--- config.mk ---
export PLATFORM = sky130hd
export DESIGN_NAME = omss_top
export DESIGN_NICKNAME = d
export VERILOG_FILES = /design/src/omss_pkg.sv /design/src/omss_strap_if.sv /design/src/omss_strap_latch.sv /design/src/omss_width_sel.sv /design/src/omss_top.sv
export SDC_FILE = /design/constraint.sdc
export NUM_CORES = 1
export LEC_CHECK = 0
export BUFFER_PORTS_ARGS = -buffer_cell sky130_fd_sc_hd__buf_2
export CORE_AREA = 8 8 53 55
export CTS_CLUSTER_SIZE = 30
export DETAILED_ROUTE_END_ITERATION = 6
export DIE_AREA = 0 0 61 63
export GPL_TIMING_DRIVEN = 0
export PLACE_DENSITY = 0.74
export SYNTH_ARGS = -nofsm -noshare
export SYNTH_HDL_FRONTEND = slang
export SYNTH_SLANG_ARGS = --single-unit
--- constraint.sdc ---
create_clock -name CLOCK -period 1.4 [get_ports CLOCK]
set_input_delay 0.28 -clock CLOCK [delete_from_list [all_inputs] [get_ports CLOCK]]
set_output_delay 0.28 -clock CLOCK [all_outputs]
set_load 0.1 [all_outputs]
--- src/omss_pkg.sv ---
package omss_pkg;

  // ---------------------------------------------------------------
  // register map
  // ---------------------------------------------------------------
  localparam int          ADDR_W           = 8;
  localparam int          DATA_W           = 16;
  localparam int          AREA_N           = 8;
  localparam logic [7:0]  MODE_STATUS_ADDR = 8'h00;

  // ---------------------------------------------------------------
  // mode status field layout
  // ---------------------------------------------------------------
  localparam int          FIELD_HI_MSB     = 10;
  localparam int          FIELD_HI_LSB     = 8;
  localparam int          FIELD_LO_MSB     = 2;
  localparam int          FIELD_LO_LSB     = 0;
  localparam logic [4:0]  FIXED_PATTERN    = 5'h0a;
  localparam logic [2:0]  STAT_UNCAPTURED  = 3'h0;

  // ---------------------------------------------------------------
  // strap patterns and reported codes
  // ---------------------------------------------------------------
  localparam logic [2:0]  STRAP_MODE4      = 3'h4;
  localparam logic [2:0]  STRAP_MODE5      = 3'h5;
  localparam logic [2:0]  CODE_MODE4       = 3'h2;
  localparam logic [2:0]  CODE_MODE5       = 3'h1;
  localparam logic [2:0]  MODE_NUM_4       = 3'h4;
  localparam logic [2:0]  MODE_NUM_5       = 3'h5;
  localparam logic [2:0]  MODE_NUM_NONE    = 3'h0;

  // ---------------------------------------------------------------
  // fixed processor setup
  // ---------------------------------------------------------------
  localparam int          ADDR_SPACE_BITS  = 24;
  localparam logic [4:0]  ADDR_SPACE_W     = 5'h18;

  typedef enum logic {OMSS_BUS8, OMSS_BUS16} omss_width_t;

endpackage

--- src/omss_strap_if.sv ---
`timescale 1ns/1ps
interface omss_strap_if;
  logic [2:0] strap_levels;
  logic       capture;
  logic [2:0] status_code;
  logic       status_valid;

  modport ctrl (output strap_levels, output capture, input status_code, input status_valid);
  modport latch (input strap_levels, input capture, output status_code, output status_valid);
endinterface

--- src/omss_strap_latch.sv ---
`timescale 1ns/1ps
module omss_strap_latch (
  // clock and reset
  input wire logic CLOCK,
  input wire logic RST,
  // strap path
  omss_strap_if.latch st
);

  typedef struct packed {
    logic [2:0] code;
    logic       valid;
  } omss_latch_t;

  omss_latch_t s_q;
  omss_latch_t s_d;

  always_comb begin
    s_d = s_q;
    // first read after reset wins; later reads keep the held value
    if (st.capture && !s_q.valid) begin
      s_d.code  = st.strap_levels;
      s_d.valid = 1'b1;
    end
  end

  always_ff @(posedge CLOCK or posedge RST) begin
    if (RST) begin
      s_q <= '0;
    end else begin
      s_q <= s_d;
    end
  end

  assign st.status_code  = s_q.code;
  assign st.status_valid = s_q.valid;

endmodule

--- src/omss_width_sel.sv ---
`timescale 1ns/1ps
module omss_width_sel #(
  parameter int AREA_N = omss_pkg::AREA_N
) (
  // clock and reset
  input  wire logic              CLOCK,
  input  wire logic              RST,
  // control
  input  wire logic              run,
  input  wire logic              mode5,
  input  wire logic [AREA_N-1:0] area_16,
  // result
  output logic                   bus16
);

  typedef struct packed {
    logic w16;
  } omss_wsel_t;

  omss_wsel_t s_q;
  omss_wsel_t s_d;
  logic       any16;

  assign any16 = |area_16;

  always_comb begin
    s_d = s_q;
    if (!run) begin
      s_d.w16 = !mode5;
    end else begin
      s_d.w16 = any16;
    end
  end

  always_ff @(posedge CLOCK or posedge RST) begin
    if (RST) begin
      s_q <= '0;
    end else begin
      s_q <= s_d;
    end
  end

  assign bus16 = s_q.w16;

endmodule

--- src/omss_top.sv ---
// How it works
// - the strap pattern 1-0-0 selects mode 4 and 1-0-1 selects mode 5, nothing else is a mode.
// - both modes run advanced addressing over 16 Mbytes with on-chip ROM off.
// - in reset the bus is 8 bits wide and the first cycle after it 16; from then on it is 16 bits in mode 4 and 8 bits in mode 5.
// - once running, any 16-bit area makes the bus 16 bits, all 8-bit areas make it 8.
// - a read of the status register captures the straps into bits 10 to 8.
// - the captured value holds until reset, after which the next read captures again.
// - the field shows 010 for mode 4 and 001 for mode 5.
// - bits 15 to 11 and 7 to 3 read as the fixed pattern 01010 and ignore writes.
// - bits 2 to 0 mirror the reported code in bits 10 to 8 and are read-only.
//
// The register offsets and the plain strobed port were chosen for this implementation.
`timescale 1ns/1ps
module omss_top #(
  parameter int AREA_N = omss_pkg::AREA_N
) (
  // clock and reset
  input  wire logic                        CLOCK,
  input  wire logic                        RST,
  // mode straps
  input  wire logic                        MODE_STRAP_2,
  input  wire logic                        MODE_STRAP_1,
  input  wire logic                        MODE_STRAP_0,
  // register port
  input  wire logic [omss_pkg::ADDR_W-1:0] ADDR,
  input  wire logic [omss_pkg::DATA_W-1:0] WDATA,
  input  wire logic                        WR,
  input  wire logic                        RD,
  output logic      [omss_pkg::DATA_W-1:0] RDATA,
  // bus controller side
  input  wire logic                        RUN,
  input  wire logic [AREA_N-1:0]           AREA_16BIT,
  // mode outputs
  output logic      [2:0]                  MODE_NUM,
  output logic                             MODE_VALID,
  output logic                             ADVANCED_MODE,
  output logic                             ONCHIP_ROM_EN,
  output logic      [4:0]                  ADDR_SPACE_W,
  output logic                             BUS_16BIT
);

  // ---------------------------------------------------------------
  // state
  // ---------------------------------------------------------------
  typedef struct packed {
    logic [omss_pkg::DATA_W-1:0] rdata;
    logic [2:0]                  mode_num;
    logic                        mode_valid;
  } omss_top_t;

  omss_top_t     s_q;
  omss_top_t     s_d;
  omss_strap_if  st ();
  logic [2:0]    straps;
  logic [2:0]    field;
  logic          hit;
  logic          bus16;

  assign straps = {MODE_STRAP_2, MODE_STRAP_1, MODE_STRAP_0};
  assign hit    = (ADDR == omss_pkg::MODE_STATUS_ADDR);

  // ---------------------------------------------------------------
  // strap capture
  // ---------------------------------------------------------------
  // write is not wired in at all, so it cannot disturb anything
  assign st.strap_levels = straps;
  assign st.capture      = RD && hit;

  omss_strap_latch u_latch (
    .CLOCK (CLOCK),
    .RST   (RST),
    .st    (st.latch)
  );

  // translate the held strap pattern into the reported code
  always_comb begin
    case (st.status_code)
      omss_pkg::STRAP_MODE4: field = omss_pkg::CODE_MODE4;
      omss_pkg::STRAP_MODE5: field = omss_pkg::CODE_MODE5;
      default:               field = omss_pkg::STAT_UNCAPTURED;
    endcase
  end

  // ---------------------------------------------------------------
  // read path and mode decode
  // ---------------------------------------------------------------
  always_comb begin
    s_d = s_q;
    s_d.rdata = '0;
    if (RD && hit) begin
      // read returns the pins seen now when nothing is held yet,
      // so the very first read already shows the captured value
      if (st.status_valid) begin
        s_d.rdata = {omss_pkg::FIXED_PATTERN, field,
                     omss_pkg::FIXED_PATTERN, field};
      end else begin
        case (straps)
          omss_pkg::STRAP_MODE4: s_d.rdata = {omss_pkg::FIXED_PATTERN, omss_pkg::CODE_MODE4,
                                              omss_pkg::FIXED_PATTERN, omss_pkg::CODE_MODE4};
          omss_pkg::STRAP_MODE5: s_d.rdata = {omss_pkg::FIXED_PATTERN, omss_pkg::CODE_MODE5,
                                              omss_pkg::FIXED_PATTERN, omss_pkg::CODE_MODE5};
          default:               s_d.rdata = {omss_pkg::FIXED_PATTERN, omss_pkg::STAT_UNCAPTURED,
                                              omss_pkg::FIXED_PATTERN, omss_pkg::STAT_UNCAPTURED};
        endcase
      end
    end
    case (straps)
      omss_pkg::STRAP_MODE4: begin
        s_d.mode_num   = omss_pkg::MODE_NUM_4;
        s_d.mode_valid = 1'b1;
      end
      omss_pkg::STRAP_MODE5: begin
        s_d.mode_num   = omss_pkg::MODE_NUM_5;
        s_d.mode_valid = 1'b1;
      end
      default: begin
        // illegal board strapping: flagged, never treated as a mode
        s_d.mode_num   = omss_pkg::MODE_NUM_NONE;
        s_d.mode_valid = 1'b0;
      end
    endcase
  end

  always_ff @(posedge CLOCK or posedge RST) begin
    if (RST) begin
      s_q <= '0;
    end else begin
      s_q <= s_d;
    end
  end

  // ---------------------------------------------------------------
  // bus width
  // ---------------------------------------------------------------
  omss_width_sel #(
    .AREA_N (AREA_N)
  ) u_width (
    .CLOCK   (CLOCK),
    .RST     (RST),
    .run     (RUN),
    .mode5   (s_q.mode_num == omss_pkg::MODE_NUM_5),
    .area_16 (AREA_16BIT),
    .bus16   (bus16)
  );

  // ---------------------------------------------------------------
  // outputs
  // ---------------------------------------------------------------
  assign RDATA         = s_q.rdata;
  assign MODE_NUM      = s_q.mode_num;
  assign MODE_VALID    = s_q.mode_valid;
  assign ADVANCED_MODE = 1'b1;
  assign ONCHIP_ROM_EN = 1'b0;
  assign ADDR_SPACE_W  = omss_pkg::ADDR_SPACE_W;
  assign BUS_16BIT     = bus16;

endmodule

# == Word level (Yosys, flattened, before mapping) ==
# Cells that the tools add are included.
# op_classes
addsub,0
multipliers,0
n_div,0
n_lt_le_gt_ge,0
eq_ne,5
n_shift,0
n_mux,6
n_bitwise,0
reduce_logical,6
# ops
operator,count
10-bit one-hot mux with 2 select lines,1
3-bit == test (second input constant),5
15-bit two-way mux,1
11-bit two-way mux,1
8-bit logical NOT,1
4-bit one-hot mux with 2 select lines,1
8-bit OR reduction,1
2-bit one-hot mux with 2 select lines,1
1-bit logical AND,2
1-bit logical NOT,2
1-bit two-way mux,1
# word_totals
reg_bits,25
latch_bits,0
ramBits,0
romBits,0
inputBits,40
output_inout_bits,28
elab_cells,23
n_memories,0

# == Depth between registers and ports, before layout ==
# depth
depth_word,4
mapped_depth,3
ltp_nobuf,3

# == By module ==
# From an unflattened synthesis, not the netlist that was laid out.
# hier_totals
cells_unflattened,60
area_unflattened_um2,656.9
# by_module_without_submodules
module,n_inst,cells_each,area_per_inst_um2,seq_area_each_um2
omss_top,1,43,422.9,125.1
omss_strap_latch,1,10,168.9,100.1
omss_width_sel,1,7,65.1,25.0

# == Least setup slack after synthesis ==
# OpenSTA, ideal clock, no wires.
# synth_timing
kind,reg2out
startpoint,"register s_q, in the netlist RDATA[12]"
endpoint,output RDATA[12] in the netlist's numbering
arrival_time_ns,1.357
required_ns,1.120
path_slack_ns,-0.237
stages_incl_launch_ff,2
path_buffers,1
path_cell_list,dfrtp_1 -> buf_4
# synth_rtl
element,line_no,rtl
start: declaration,omss_top.sv:51,omss_top_t s_q;
start signal: assignment,omss_top.sv:126,s_q <= '0;
start signal: assignment,omss_top.sv:128,s_q <= s_d;
end: declaration,omss_top.sv:29,"output logic [omss_pkg::DATA_W-1:0] RDATA,"
# No word-level cell between the ends.

==> flow_summary.ini <==
[setup_path]
path_depth = 1
path_max_fanout = 4
worstPathRequired_ns = 1.12
ff2ff_setup_slack_ns = 0.25
crit_slowest_cell = buf_2
rr_worst_depth = 2
crit_buf_inv = 1
critPathKind = reg2out
worstSetupStartpoint = RDATA[12]
worstPathArrival_ns = 1.06
endpoint_kind = output port
rr_startpoint = u_latch.st.status_valid
startpoint_type = register
timing.rr.end = u_latch.st.status_code[2]
max_stage_delay_ns = 0.43
crit_end = RDATA[4]
critPathTopFamily = buffers and inverters
cp_cell_sequence = buf_2

[timing]
finalSetupViolCount = 0
skew_ns = 0.00212
post-route-min-period_ns = 1.34
rsz0062_at_grt = no
min_period_over_period = 0.960
clock.fmax_mhz = 744
hold_violations = 0
setup_ws_ns = 0.0557
fin_setup_tns_ns = 0
finalMaxSlewViolations = 0

[yosys]
syn_area_sq_um = 612
ys_ff_latch = 10
synthTopCellsByArea = dfrtp_1 (41%), buf_4 (27%), mux2_1 (5.5%), nor4_4 (3.5%), nand4b_2 (2.5%)
syn_avg_cell_area_sq_um = 10.2
syn_inst = 60
ys_warn_count = 0
yosysSeqAreaShare = 0.409
synth_top_area_share = 0.409
yosys.area.top_type = dfrtp_1
yosysUniqueCellTypes = 19

[clocking]
clock_sinks = 10
cts_setup_buffers = 0
clockBufferDepth = 2
root_buffer = clkbuf_4
clkTransAtPathRegs_ns = 0.06
htree_levels = 1
insertion_delay_ns = 0.26
numCtsBuffers = 3
cts_tree = yes

[final_layout]
area_delta_synth_final_pct = 53.0
antennaDiodeCount = 0
fin_cells = 141
nNetsFinal = 154
drive_gt1_frac = 0.593
fin_util = 0.454

[power_and_ir_drop]
leakage_nw = 0.556
peakVddDrop_mv = 0.410
power_density_mw_per_mm2 = 947

[outcome]
status = complete, no violations

[floorplan]
initial_core_util = 0.297
die-area_sq_mm = 0.00384
core-area_sq_mm = 0.00206
pin_count = 68
die_y_um = 63
die_w_um = 61
row_count = 17

[job]
drv_cap = 0

[detailed_routing]
routedWlPerCell_um = 9.83
drt_iter0_markers = 3
wl_mm = 1.39
via_per_inst = 3.69
ant_nets = 0
first_pass_iters = 2
route.detailed.drc = 0
num_vias = 520

[global_routing]
first_global_vias = 476
grt_max_degree = 11
grt_pass1_wl_mm = 2.01
globalRouteTotalUtil = 0.0672
antenna_found_initial = 0
gr-total-overflow = 0

[placement]
dp_hpwl_mm = 1.28
io_buffer_count = 34
place_ws_ns = 0.0405
dp.cells = 136
gp_congestion = 0.669

[worst_hold_path]
hp-class = in2reg
min_from = MODE_STRAP_1
## final cells by class
class	count	area, sq um
fill	195	1130
tap	28	35.0
sequential	10	255
timing repair buffer	35	195
buffer	22	165
multi-input combinational	40	241
clock buffer	4	36.3
inverter	2	7.51
## logic make-up (layout without fill, tap and decap cells)
logic type | after synthesis | in the layout | share of synthesized area
AND/OR/NAND/NOR | 18 | 18 | 0.215
multiplexers | 3 | 3 | 0.0552
AO/OA/AOI/OAI | 3 | 3 | 0.0266
flip-flops | 10 | 10 | 0.409
other | 2 | 16 | 0.0123
buffers and inverters | 24 | 63 | 0.282
## how the worst min path moves through the flow
stage | slack [ns] | cells past startpoint | end
after floorplan | 0.12 | 1 | MODE_NUM[0]
after global placement | 0.26 | 2 | u_width.bus16
after detailed placement | 0.26 | 2 | MODE_NUM[0]
after CTS | 0.19 | 2 | MODE_NUM[2]
after global routing | 0.22 | 2 | MODE_NUM[2]
final | 0.21 | 2 | MODE_NUM[2]
## power breakdown
part	internal [W]	switching [W]
logic	0.0000722	0.000256
registers	0.000299	0.00000751
clock network	0.000158	0.0000945
## registers in the layout, indices dropped and copies added (netlist names)
signal and cells:
RDATA 3, u_latch.st.status_code 3, MODE_NUM 2, u_latch.st.status_valid 1, u_width.bus16 1
## per-stage QoR
stage / hold slack (ns) / cell area [sq um] / total power, W
final: 0.206 / 936 / 0.000887
after global routing: 0.221 / 936 / 0.000925
after CTS: 0.195 / 931 / 0.000892
after detailed placement: 0.265 / 875 / 0.000635
after global placement: 0.256 / 875 / 0.000632
after floorplan: 0.120 / 669 / 0.000590
## timing repair
item                                    CTS  global route
hold buffers                              1             0
endpoints found under the hold margin    10             0
gates resized for setup                   4             2
endpoints found under the setup margin    4             2
## layer usage
layer / vias up / part of all wire / wire (um) / GRT usage
met2: 35 / 0.46 / 641 / 0.126
li1: 266 / - / - / -
met1: 217 / 0.32 / 448 / 0.0575
met3: 2 / 0.20 / 279 / 0.0309
met4: 0 / 0.012 / 17 / 0.0262
met5: - / 0 / 0 / 0
## cell usage after synthesis, drive strengths merged
master / number
a21oi: 2
a31oi: 1
and3b: 1
buf: 22
conb: 2
dfrtp: 10
inv: 2
mux2: 3
nand2: 3
nand2b: 2
nand3: 1
nand4b: 2
nor2: 3
nor2b: 1
nor3b: 1
nor4: 3
or3: 1
## cell usage in the layout (no fill, tap or decap), types with 2 or more instances in the layout
master,synthesis,final
conb_1,2,16
a21oi_1,2,2
nand2b_1,2,2
mux2_1,3,3
nand2_1,3,3
dfrtp_1,10,6
buf_4,22,26
nor4_1,2,2
nor2_1,3,3
inv_1,2,2
dfrtp_2,0,4
buf_2,0,28
clkbuf_4,0,5
Power figures use the tool's default switching activity.
